$ cat src/target_pkg.sv
// Constants and carrier types for the trip target indicator latch
package target_pkg;

	// Timing
	localparam int unsigned CLK_PERIOD_NS        = 100;
	localparam int unsigned PROC_INTERVAL_US     = 4167;
	localparam int unsigned INTERVAL_CYCLES_DFLT =
		(PROC_INTERVAL_US * 1000) / CLK_PERIOD_NS;
	localparam int unsigned INTERVALS_PER_CYCLE  = 4;
	localparam int unsigned FAULT_INSTANTANEOUS_TRIP_LAMP_CYCLES    = 3;
	localparam int unsigned FAULT_INSTANTANEOUS_TRIP_LAMP_INTERVALS =
		FAULT_INSTANTANEOUS_TRIP_LAMP_CYCLES * INTERVALS_PER_CYCLE;
	localparam int unsigned LAMP_TEST_MS         = 1000;
	localparam int unsigned LAMP_TEST_INTERVALS  =
		(LAMP_TEST_MS * 1000 + PROC_INTERVAL_US - 1) / PROC_INTERVAL_US;
	localparam int unsigned FAULT_AGE_W          = 4;
	localparam int unsigned LAMP_CNT_W           = 8;

	// Lamp positions
	localparam int unsigned LAMP_COUNT   = 16;
	localparam int unsigned LAMP_ENABLED = 0;
	localparam int unsigned LAMP_TRIP    = 1;
	localparam int unsigned LAMP_INSTANTANEOUS_TRIP_LAMP    = 2;
	localparam int unsigned LAMP_ASSIST  = 3;
	localparam int unsigned LAMP_SWITCH  = 4;
	localparam int unsigned LAMP_DEFTIME = 5;
	localparam int unsigned LAMP_TIMEOC  = 6;
	localparam int unsigned LAMP_FREQ    = 7;
	localparam int unsigned LAMP_PHASE_A = 8;
	localparam int unsigned LAMP_RESID   = 11;
	localparam int unsigned LAMP_NEUT    = 12;
	localparam int unsigned LAMP_RS      = 13;
	localparam int unsigned LAMP_CY      = 14;
	localparam int unsigned LAMP_LO      = 15;

	// APB register map
	localparam logic [7:0] CONFIG_OFS = 8'h00;
	localparam logic [7:0] CMD_OFS    = 8'h04;
	localparam logic [7:0] STATUS_OFS = 8'h08;
	localparam int unsigned CFG_RECL_EN    = 0;
	localparam int unsigned CFG_LOW_RATING = 1;
	localparam int unsigned CFG_COMP_DIR   = 2;
	localparam int unsigned CFG_OI_LSB     = 8;
	localparam int unsigned CMD_CLEAR      = 0;
	localparam int unsigned STAT_FAULT     = 16;
	localparam logic [31:0] CONFIG_RESET   = 32'h0000_0101;

	typedef struct packed {
		logic       general_trip_equation;
		logic       direct_transfer_equation;
		logic       assisted_trip_equation;
		logic       echo_conversion_trip;
		logic       switch_onto_trip_equation;
		logic       definite_time_trip;
		logic       phase_time_overcurrent_timed;
		logic [5:0] other_time_overcurrent_timed;
		logic [5:0] frequency_timed;
		logic       residual_ground_trip;
		logic       residual_ground_timing;
		logic       neutral_ground_trip;
	} trip_sources_s;

	typedef struct packed {
		logic       disturbance_detect;
		logic [2:0] phase_involved;
		logic       ground_fault;
		logic       forward_fault;
		logic       phase_c_forward_select;
		logic       phase_b_forward_select;
		logic       phase_a_forward_select;
	} fault_info_s;

	typedef struct packed {
		logic recloser_reset_state;
		logic recloser_cycle_state;
		logic recloser_lockout_state;
	} recloser_state_s;

endpackage

$ cat src/trip_target_indicator_latch.sv
// Front-panel trip target indicator latch with APB settings access
`timescale 1ns/100ps
module trip_target_indicator_latch #(
	parameter int unsigned INTERVAL_CYCLES = target_pkg::INTERVAL_CYCLES_DFLT
) (
	// Clock and reset
	input  wire logic                        clk_sys_in,
	input  wire logic                        arst_n_in,
	// APB slave
	input  wire logic                        psel_in,
	input  wire logic                        penable_in,
	input  wire logic                        pwrite_in,
	input  wire logic [7:0]                  paddr_in,
	input  wire logic [31:0]                 pwdata_in,
	output logic [31:0]                      prdata_out,
	output logic                             pready_out,
	output logic                             pslverr_out,
	// Protection logic bits
	input  wire target_pkg::trip_sources_s   sources_in,
	input  wire target_pkg::fault_info_s     fault_in,
	input  wire target_pkg::recloser_state_s recloser_in,
	input  wire logic                        relay_enabled_in,
	input  wire logic                        reset_button_in,
	// Lamps and qualifiers
	output logic [15:0]                      lamps_out,
	output logic                             target_clear_pulse_out,
	output logic                             demand_peak_hold_out,
	output logic                             minmax_block_out,
	output logic                             voltage_base_hold_out
);
	import target_pkg::*;

	localparam int unsigned IW = $clog2(INTERVAL_CYCLES);

	generate
		if (INTERVAL_CYCLES < 2) begin : g_bad_interval
			$error("INTERVAL_CYCLES must be at least 2");
		end
	endgenerate

	// APB state
	logic [31:0] config_reg, config_next;
	logic [31:0] prdata_reg, prdata_next;
	logic        pready_reg, pready_next;
	logic        pslverr_reg, pslverr_next;
	logic        clear_cmd_reg, clear_cmd_next;
	logic        apb_setup, apb_done, mapped, cmd_write;

	// Interval and target state
	logic [IW-1:0]          tick_cnt_reg, tick_cnt_next;
	logic                   tick;
	logic                   trip_prev_reg, trip_prev_next;
	logic                   button_prev_reg, button_prev_next;
	logic [FAULT_AGE_W-1:0] fault_age_reg, fault_age_next;
	logic [LAMP_CNT_W-1:0]  lamp_cnt_reg, lamp_cnt_next;
	logic [12:1]            latched_reg, latched_next;
	logic                   pulse_reg, pulse_next;
	logic [15:0]            lamps_reg, lamps_next;
	logic                   fault_q_reg, fault_q_next;

	logic        trip_now, trip_edge, button_edge, clear_req;
	logic        oc_trip, freq_trip, time_trip, ground_dir, recl_on;
	logic [2:0]  phases;
	logic [12:1] eval;

	assign apb_setup = psel_in && penable_in && !pready_reg;
	assign apb_done  = psel_in && penable_in && pready_reg;
	assign mapped    = (paddr_in == CONFIG_OFS) || (paddr_in == CMD_OFS) ||
		(paddr_in == STATUS_OFS);
	assign cmd_write = apb_done && pwrite_in && (paddr_in == CMD_OFS) &&
		pwdata_in[CMD_CLEAR];

	// APB slave, one wait state
	always_comb begin
		config_next  = config_reg;
		prdata_next  = prdata_reg;
		pready_next  = apb_setup;
		pslverr_next = apb_setup && !mapped;
		if (apb_setup && !pwrite_in) begin
			unique case (paddr_in)
				CONFIG_OFS: prdata_next = config_reg;
				STATUS_OFS: prdata_next = {15'h0000, fault_q_reg, lamps_reg};
				default:    prdata_next = 32'h0000_0000;
			endcase
		end
		if (apb_done && pwrite_in && paddr_in == CONFIG_OFS) begin
			config_next = pwdata_in;
		end
	end

	// Interval tick
	always_comb begin
		tick = (tick_cnt_reg == IW'(INTERVAL_CYCLES - 1));
		tick_cnt_next = tick ? '0 : tick_cnt_reg + IW'(1);
	end

	// Trip and cause evaluation
	always_comb begin
		time_trip   = sources_in.phase_time_overcurrent_timed ||
			(|sources_in.other_time_overcurrent_timed);
		freq_trip   = |sources_in.frequency_timed;
		trip_now = sources_in.general_trip_equation ||
			sources_in.direct_transfer_equation ||
			sources_in.assisted_trip_equation ||
			sources_in.echo_conversion_trip ||
			sources_in.switch_onto_trip_equation ||
			sources_in.definite_time_trip || time_trip ||
			freq_trip || sources_in.residual_ground_trip ||
			sources_in.neutral_ground_trip;
		trip_edge   = tick && trip_now && !trip_prev_reg;
		button_edge = tick && reset_button_in && !button_prev_reg;
		clear_req   = tick && (button_edge || clear_cmd_reg || cmd_write);
		oc_trip     = sources_in.definite_time_trip || time_trip ||
			sources_in.residual_ground_trip ||
			sources_in.neutral_ground_trip;
		ground_dir  = config_reg[CFG_LOW_RATING] && config_reg[CFG_COMP_DIR];
		recl_on     = config_reg[CFG_RECL_EN] &&
			(config_reg[CFG_OI_LSB +: 8] != 8'h00);
		phases = fault_in.phase_involved;
		if (ground_dir && fault_in.ground_fault) begin
			phases = {fault_in.phase_c_forward_select,
				fault_in.phase_b_forward_select,
				fault_in.phase_a_forward_select} &
				{3{fault_in.forward_fault}};
		end
		if ((&phases) && !fault_in.disturbance_detect) begin
			phases = 3'b000;
		end
		eval = '0;
		eval[LAMP_TRIP]    = 1'b1;
		eval[LAMP_INSTANTANEOUS_TRIP_LAMP]    = fault_in.disturbance_detect &&
			(fault_age_reg < FAULT_AGE_W'(FAULT_INSTANTANEOUS_TRIP_LAMP_INTERVALS));
		eval[LAMP_ASSIST]  = sources_in.assisted_trip_equation ||
			sources_in.echo_conversion_trip ||
			sources_in.direct_transfer_equation;
		eval[LAMP_SWITCH]  = sources_in.switch_onto_trip_equation;
		eval[LAMP_DEFTIME] = sources_in.definite_time_trip;
		eval[LAMP_TIMEOC]  = time_trip;
		eval[LAMP_FREQ]    = freq_trip;
		eval[LAMP_PHASE_A +: 3] = oc_trip ? phases : 3'b000;
		eval[LAMP_RESID]   = sources_in.residual_ground_trip ||
			sources_in.residual_ground_timing;
		eval[LAMP_NEUT]    = sources_in.neutral_ground_trip;
		if (!(oc_trip || freq_trip)) begin
			eval[LAMP_INSTANTANEOUS_TRIP_LAMP]          = 1'b0;
			eval[LAMP_SWITCH]        = 1'b0;
			eval[LAMP_DEFTIME +: 8]  = 8'h00;
		end
	end

	// Latching, lamp test, pulse and qualifiers
	always_comb begin
		trip_prev_next   = tick ? trip_now : trip_prev_reg;
		button_prev_next = tick ? reset_button_in : button_prev_reg;
		clear_cmd_next   = (clear_cmd_reg || cmd_write) && !tick;
		fault_age_next   = fault_age_reg;
		if (tick) begin
			if (!fault_in.disturbance_detect) begin
				fault_age_next = '0;
			end else if (fault_age_reg <
				FAULT_AGE_W'(FAULT_INSTANTANEOUS_TRIP_LAMP_INTERVALS)) begin
				fault_age_next = fault_age_reg + FAULT_AGE_W'(1);
			end
		end
		latched_next = latched_reg;
		if (clear_req && !trip_now) begin
			latched_next = '0;
		end
		if (trip_edge) begin
			latched_next = eval;
		end
		pulse_next = tick ? clear_req : pulse_reg;
		lamp_cnt_next = lamp_cnt_reg;
		if (button_edge) begin
			lamp_cnt_next = LAMP_CNT_W'(LAMP_TEST_INTERVALS);
		end else if (tick && lamp_cnt_reg != '0) begin
			lamp_cnt_next = lamp_cnt_reg - LAMP_CNT_W'(1);
		end
		lamps_next = {recloser_in.recloser_lockout_state,
			recloser_in.recloser_cycle_state,
			recloser_in.recloser_reset_state,
			latched_reg, relay_enabled_in};
		if (!recl_on) begin
			lamps_next[LAMP_LO:LAMP_RS] = 3'b000;
		end
		if (lamp_cnt_reg != '0) begin
			lamps_next = 16'hffff;
		end
		fault_q_next = fault_in.disturbance_detect;
	end

	always_ff @(posedge clk_sys_in or negedge arst_n_in) begin
		if (!arst_n_in) begin
			config_reg      <= CONFIG_RESET;
			prdata_reg      <= 32'h0000_0000;
			pready_reg      <= 1'b0;
			pslverr_reg     <= 1'b0;
			clear_cmd_reg   <= 1'b0;
			tick_cnt_reg    <= '0;
			trip_prev_reg   <= 1'b0;
			button_prev_reg <= 1'b0;
			fault_age_reg   <= '0;
			lamp_cnt_reg    <= '0;
			latched_reg     <= '0;
			pulse_reg       <= 1'b0;
			lamps_reg       <= 16'h0000;
			fault_q_reg     <= 1'b0;
		end else begin
			config_reg      <= config_next;
			prdata_reg      <= prdata_next;
			pready_reg      <= pready_next;
			pslverr_reg     <= pslverr_next;
			clear_cmd_reg   <= clear_cmd_next;
			tick_cnt_reg    <= tick_cnt_next;
			trip_prev_reg   <= trip_prev_next;
			button_prev_reg <= button_prev_next;
			fault_age_reg   <= fault_age_next;
			lamp_cnt_reg    <= lamp_cnt_next;
			latched_reg     <= latched_next;
			pulse_reg       <= pulse_next;
			lamps_reg       <= lamps_next;
			fault_q_reg     <= fault_q_next;
		end
	end

	assign prdata_out             = prdata_reg;
	assign pready_out             = pready_reg;
	assign pslverr_out            = pslverr_reg;
	assign lamps_out              = lamps_reg;
	assign target_clear_pulse_out = pulse_reg;
	assign demand_peak_hold_out   = fault_q_reg;
	assign minmax_block_out       = fault_q_reg;
	assign voltage_base_hold_out  = fault_q_reg;

	// Checks
	property p_trip_lamp;
		@(posedge clk_sys_in) disable iff (!arst_n_in)
		trip_edge |=> latched_reg[LAMP_TRIP] ##1 lamps_out[LAMP_TRIP] ||
			lamp_cnt_reg != '0;
	endproperty
	a_trip_lamp: assert property (p_trip_lamp)
		else $error("trip lamp not lit on trip edge");

	property p_no_cause;
		@(posedge clk_sys_in) disable iff (!arst_n_in)
		trip_edge && !oc_trip && !freq_trip |=>
			latched_reg[LAMP_NEUT:LAMP_DEFTIME] == 8'h00 &&
			!latched_reg[LAMP_INSTANTANEOUS_TRIP_LAMP] && !latched_reg[LAMP_SWITCH];
	endproperty
	a_no_cause: assert property (p_no_cause)
		else $error("cause lamp lit on plain trip");

	property p_instantaneous_trip_lamp_late;
		@(posedge clk_sys_in) disable iff (!arst_n_in)
		trip_edge && fault_age_reg == FAULT_AGE_W'(FAULT_INSTANTANEOUS_TRIP_LAMP_INTERVALS)
			|=> !latched_reg[LAMP_INSTANTANEOUS_TRIP_LAMP];
	endproperty
	a_instantaneous_trip_lamp_late: assert property (p_instantaneous_trip_lamp_late)
		else $error("instantaneous lamp lit after 3 cycles");

	property p_assist;
		@(posedge clk_sys_in) disable iff (!arst_n_in)
		trip_edge && sources_in.direct_transfer_equation
			|=> latched_reg[LAMP_ASSIST] && latched_reg[LAMP_TRIP];
	endproperty
	a_assist: assert property (p_assist)
		else $error("assisted lamp missing for direct transfer");

	property p_freq;
		@(posedge clk_sys_in) disable iff (!arst_n_in)
		trip_edge |=> latched_reg[LAMP_FREQ] == $past(freq_trip);
	endproperty
	a_freq: assert property (p_freq)
		else $error("frequency lamp wrong");

	property p_recl_off;
		@(posedge clk_sys_in) disable iff (!arst_n_in)
		!recl_on && lamp_cnt_reg == '0 |=> lamps_out[LAMP_LO:LAMP_RS] == 3'b000;
	endproperty
	a_recl_off: assert property (p_recl_off)
		else $error("recloser lamp lit while disabled");

	property p_follow;
		@(posedge clk_sys_in) disable iff (!arst_n_in)
		recl_on && lamp_cnt_reg == '0 |=>
			lamps_out[LAMP_CY] == $past(recloser_in.recloser_cycle_state);
	endproperty
	a_follow: assert property (p_follow)
		else $error("cycle lamp does not follow recloser");

	property p_lamp_test;
		@(posedge clk_sys_in) disable iff (!arst_n_in)
		button_edge |=> ##1 lamps_out == 16'hffff;
	endproperty
	a_lamp_test: assert property (p_lamp_test)
		else $error("lamp test not lighting all lamps");

	property p_clear;
		@(posedge clk_sys_in) disable iff (!arst_n_in)
		clear_req && !trip_now |=> latched_reg == '0 ##0 pulse_reg;
	endproperty
	a_clear: assert property (p_clear)
		else $error("target reset did not clear or pulse");

	property p_pulse_end;
		@(posedge clk_sys_in) disable iff (!arst_n_in)
		pulse_reg && tick && !clear_req |=> !pulse_reg;
	endproperty
	a_pulse_end: assert property (p_pulse_end)
		else $error("clear pulse longer than one interval");

	property p_qual;
		@(posedge clk_sys_in) disable iff (!arst_n_in)
		1'b1 |=> minmax_block_out == $past(fault_in.disturbance_detect) &&
			voltage_base_hold_out == demand_peak_hold_out;
	endproperty
	a_qual: assert property (p_qual)
		else $error("disturbance qualifier not routed");

	property p_deftime;
		@(posedge clk_sys_in) disable iff (!arst_n_in)
		trip_edge && sources_in.definite_time_trip
			|=> latched_reg[LAMP_DEFTIME];
	endproperty
	a_deftime: assert property (p_deftime)
		else $error("definite-time lamp missing");

	property p_timeoc;
		@(posedge clk_sys_in) disable iff (!arst_n_in)
		trip_edge |=> latched_reg[LAMP_TIMEOC] == $past(time_trip);
	endproperty
	a_timeoc: assert property (p_timeoc)
		else $error("time-overcurrent lamp wrong");

	property p_three_phase;
		@(posedge clk_sys_in) disable iff (!arst_n_in)
		trip_edge && !fault_in.disturbance_detect
			|=> latched_reg[LAMP_PHASE_A +: 3] != 3'b111;
	endproperty
	a_three_phase: assert property (p_three_phase)
		else $error("three phases shown without disturbance detect");

	property p_resid;
		@(posedge clk_sys_in) disable iff (!arst_n_in)
		trip_edge && oc_trip && (sources_in.residual_ground_trip ||
			sources_in.residual_ground_timing) |=> latched_reg[LAMP_RESID];
	endproperty
	a_resid: assert property (p_resid)
		else $error("residual lamp missing");

	property p_neut;
		@(posedge clk_sys_in) disable iff (!arst_n_in)
		trip_edge && sources_in.neutral_ground_trip
			|=> latched_reg[LAMP_NEUT];
	endproperty
	a_neut: assert property (p_neut)
		else $error("neutral lamp missing");

	property p_latch_hold;
		@(posedge clk_sys_in) disable iff (!arst_n_in)
		!trip_edge && !clear_req |=> $stable(latched_reg);
	endproperty
	a_latch_hold: assert property (p_latch_hold)
		else $error("latched lamps changed without trip edge or clear");

endmodule

$ cat config.mk
export PLATFORM = sky130hd
export DESIGN_NAME = trip_target_indicator_latch
export DESIGN_NICKNAME = d
export VERILOG_FILES = /design/src/target_pkg.sv /design/src/trip_target_indicator_latch.sv
export SDC_FILE = /design/constraint.sdc
export NUM_CORES = 1
export LEC_CHECK = 0
export ABC_AREA = 1
export BUFFER_PORTS_ARGS = -buffer_cell sky130_fd_sc_hd__clkbuf_2
export CAP_MARGIN = 20
export CORE_MARGIN = 5
export CORE_UTILIZATION = 55
export CTS_BUF_LIST = sky130_fd_sc_hd__clkbuf_16
export DETAILED_ROUTE_END_ITERATION = 6
export PLACE_DENSITY = 0.83
export SYNTH_ARGS = -nofsm -noshare
export SYNTH_HDL_FRONTEND = slang
export SYNTH_SLANG_ARGS = --single-unit
$ cat constraint.sdc
create_clock -name clk_sys_in -period 5.1 [get_ports clk_sys_in]
set_input_delay 0.255 -clock clk_sys_in [delete_from_list [all_inputs] [get_ports clk_sys_in]]
set_output_delay 0.255 -clock clk_sys_in [all_outputs]
set_load 0.02 [all_outputs]
==> out/metrics.yaml <==
yosys:
  synth_top_cells_by_area: "dfrtp_1 (54%), nand2_1 (10%), nand3_1 (9.4%)"
  synth_edf_count: 0
  yosysSeqAreaShare: 0.550
  synth_nets: 766
  synthArstFlopShare: 1.00
  synth_compound_area_frac: 0.0511
  synth-adder-area-share: 0.00866
  yosysWarnings: 0
  synth_cells: 681
  synth_xor_area_frac: 0.0197
  synth_mux_area_frac: 0
  synth-seq-cells: 127
  syn-mean-instance-area_um2: 8.49
  synth_flop_cell: "dfrtp_1"
  synth-simple-area-share: 0.306
  synth_top_family_by_area: "simple AND/OR/NAND/NOR gates"
  synth_most_common_cell: "nand2_1"
  netlist_area_um2: 5780
  netlist-cell-type-count: 35
  synth_top_area_frac: 0.541
  synth_common_cells: "nand2_1 (161), dfrtp_1 (125), nand3_1 (108)"
  yosys.area.top_type: "dfrtp_1"
layout:
  syn_to_final_growth_pct: 23.9
  fill_cells: 773
  ff_latch_area_um2: 3180
  drive_above_1_share: 0.242
  layout.nets: 902
  diodes: 0
  multi_input_area_um2: 2230
routing:
  met1Wirelength_um: 5990
  ant_nets: 0
  wirelength_um: 14300
  viasPerCell: 5.36
  route.met3.wl_um: 1090
  top_layer: "met4"
  vias: 5177
  drt-wirelength-per-cell_um: 14.8
  drt_iter0_markers: 425
  dr.pass1.iters: 5
  drc_errors: 0
  route.met2.wl_um: 7080
worst_setup_path:
  cp-start-kind: "flop"
  crit_fanout: 12
  crit_buf_inv: 1
  cpMaxStageDelayCell: "nor2_1"
  crit_required_ps: 5390
  crit_type: "flop to flop"
  path_cells: "inv_1, ha_1, nand2_1, nor2_1, nand2_1, nor2_1, nand3b_1, nand3_1, nand2_1"
  worst_setup_path_end_kind: "flop"
  critPathTopFamily: "simple AND/OR/NAND/NOR gates"
  cp_common_cell: "nand2_1"
  critPathArrivalTime_ps: 2830
  max_stage_delay_ps: 680
clock_network:
  cts_setup_buffers: 0
  cts_buffers: 17
  cts_resized: 0
  cts_tree: "yes"
  clkSinkCount: 127
  cts_max_level: 4
  clk_latency_ps: 420
  cts_root_buf: "clkbuf_16"
  clockBufferDepth: 2
  clkTransAtPathRegs_ps: 60
sta:
  rsz0062_at_grt: "no"
  final.setup_skew_ps: 7.47
  clock.fmax_mhz: 393
  setup_ws_ps: 2560
  slew_headroom: 0.325
  fin_setup_tns_ps: 0
  hold_viol: 0
  slew_violations: 0
  min_period_over_period: 0.499
  min_period_ps: 2540
  whs_ps: 60.4
  setup_viol: 0
  tightest_slew_ps: 1010
global_routing:
  grt_max_degree: 81
  antenna_found_initial: 0
  grt_pass1_wl_um: 24000
  grt_pass1_vias: 5162
  grt_use_total: 0.234
  grt.overflow.total: 0
power:
  leakage_nw: 3.74
  p_int_mw: 1.81
  p_comb_frac: 0.042
  pwr-share-seq: 0.444
  switching_share: 0.213
  power.density_nw_per_um2: 321
  p_clk_frac: 0.514
  peakVddDrop_uv: 205
  p_switching_uw: 490
floorplan:
  io_pins: 135
  num_rows: 37
  coreArea_um2: 10300
  die_y_um: 113
  die_x_um: 113
  initial_core_util: 0.562
  dieArea_um2: 12700
placed_design:
  portBuffers: 134
  pre_cts_slack_ps: 2420
  dp_hpwl_um: 10200
  globalplace.congestion: 0.886
run_status:
  status: "complete, no violations"
flow_run:
  max-cap-violations: 0
hold_path:
  worstHoldPathType: "input port to flop"
-- timing repair --
item                       in CTS  in global routing
hold buffers                    0                  1
hold endpoints to repair        0                 17
setup endpoints to repair       0                  0
-- power groups by stage --
stage,Combinational (mW),Clock [mW],Sequential [mW]
detailed placement,0.0928,0,1.04
floorplan,0.0268,0,1.04
CTS,0.0936,1.19,1.02
global placement,0.0912,0,1.04
global route,0.108,1.24,1.02
finish,0.0960,1.18,1.02
-- logic make-up (layout without fill, tap and decap cells) --
group,count (synthesis),count (layout)
AOI/OAI and AO/OA,55,55
DFF,127,127
adders and majority gates,4,4
and+or+nand+nor,392,392
buffers and inverters,90,238
xor gates and xnor gates,13,13
-- stage by stage --
step / std cells / util / power, mW / area (µm²)
floorplan: 681 / - / 1.07 / 5780
global placement: 930 / 0.635 / 1.13 / 6520
detailed placement: 931 / 0.636 / 1.13 / 6540
CTS: 962 / 0.692 / 2.31 / 7110
global route: 965 / 0.697 / 2.37 / 7160
finish: 965 / 0.697 / 2.30 / 7160
-- cell type report --
class | instances | share of cell area
well taps | 136 | 0.0238
clock inverters | 14 | 0.0211
repair buffers | 141 | 0.106
flip-flops and latches | 127 | 0.444
inverters | 66 | 0.0346
clock buffers | 17 | 0.0594
multi-input cells | 464 | 0.311
-- worst min-delay path: cells and delay by family --
kind                   cells  cell delay, ps
buffers and inverters      1              90
and+or+nand+nor            2             120
-- cells in the final DEF (no fill, tap or decap), types with 3 or more instances in the layout --
cell type and instances:
a21oi_1 19, a21oi_2 3, buf_4 4, bufinv_16 3
clkbuf_16 17, clkbuf_2 133, clkinv_2 6, dfrtp_1 125
ha_1 4, inv_1 66, nand2_1 161, nand2_2 3
nand3_1 108, nand4_1 8, nor2_1 71, nor3_1 9
nor4_1 5, o21ai_0 23, o21ai_1 6, or2_2 15
xor2_1 12
-- layer usage --
| layer | vias to the layer above | global-route usage |
|---|---|---|
| li1 | 2470 | - |
| met1 | 2471 | 0.302 |
| met2 | 215 | 0.387 |
| met3 | 21 | 0.0636 |
| met4 | 0 | 0.0713 |
| met5 | - | 0 |
-- path summary, 6_finish.rpt --
kind                                            start                     endpoint  slack, ps  depth (start not counted)
max                         tick_cnt_reg[1]$_DFF_PN0_  latched_reg[11]$_DFFE_PN0P_       2560                          9
min                                      pwdata_in[8]    config_reg[8]$_DFFE_PN1P_         60                          3
max reg2reg                 tick_cnt_reg[1]$_DFF_PN0_  latched_reg[11]$_DFFE_PN0P_       2560                          9
min reg2reg                latched_reg[2]$_DFFE_PN0P_       lamps_out[2]$_DFF_PN0_        470                          1
max in group asynchronous                   arst_n_in   prdata_out[27]$_DFFE_PN0P_       3950                          3
min in group asynchronous                   arst_n_in   config_reg[11]$_DFFE_PN0P_        280                          2
(Power assumes the default switching activity.)
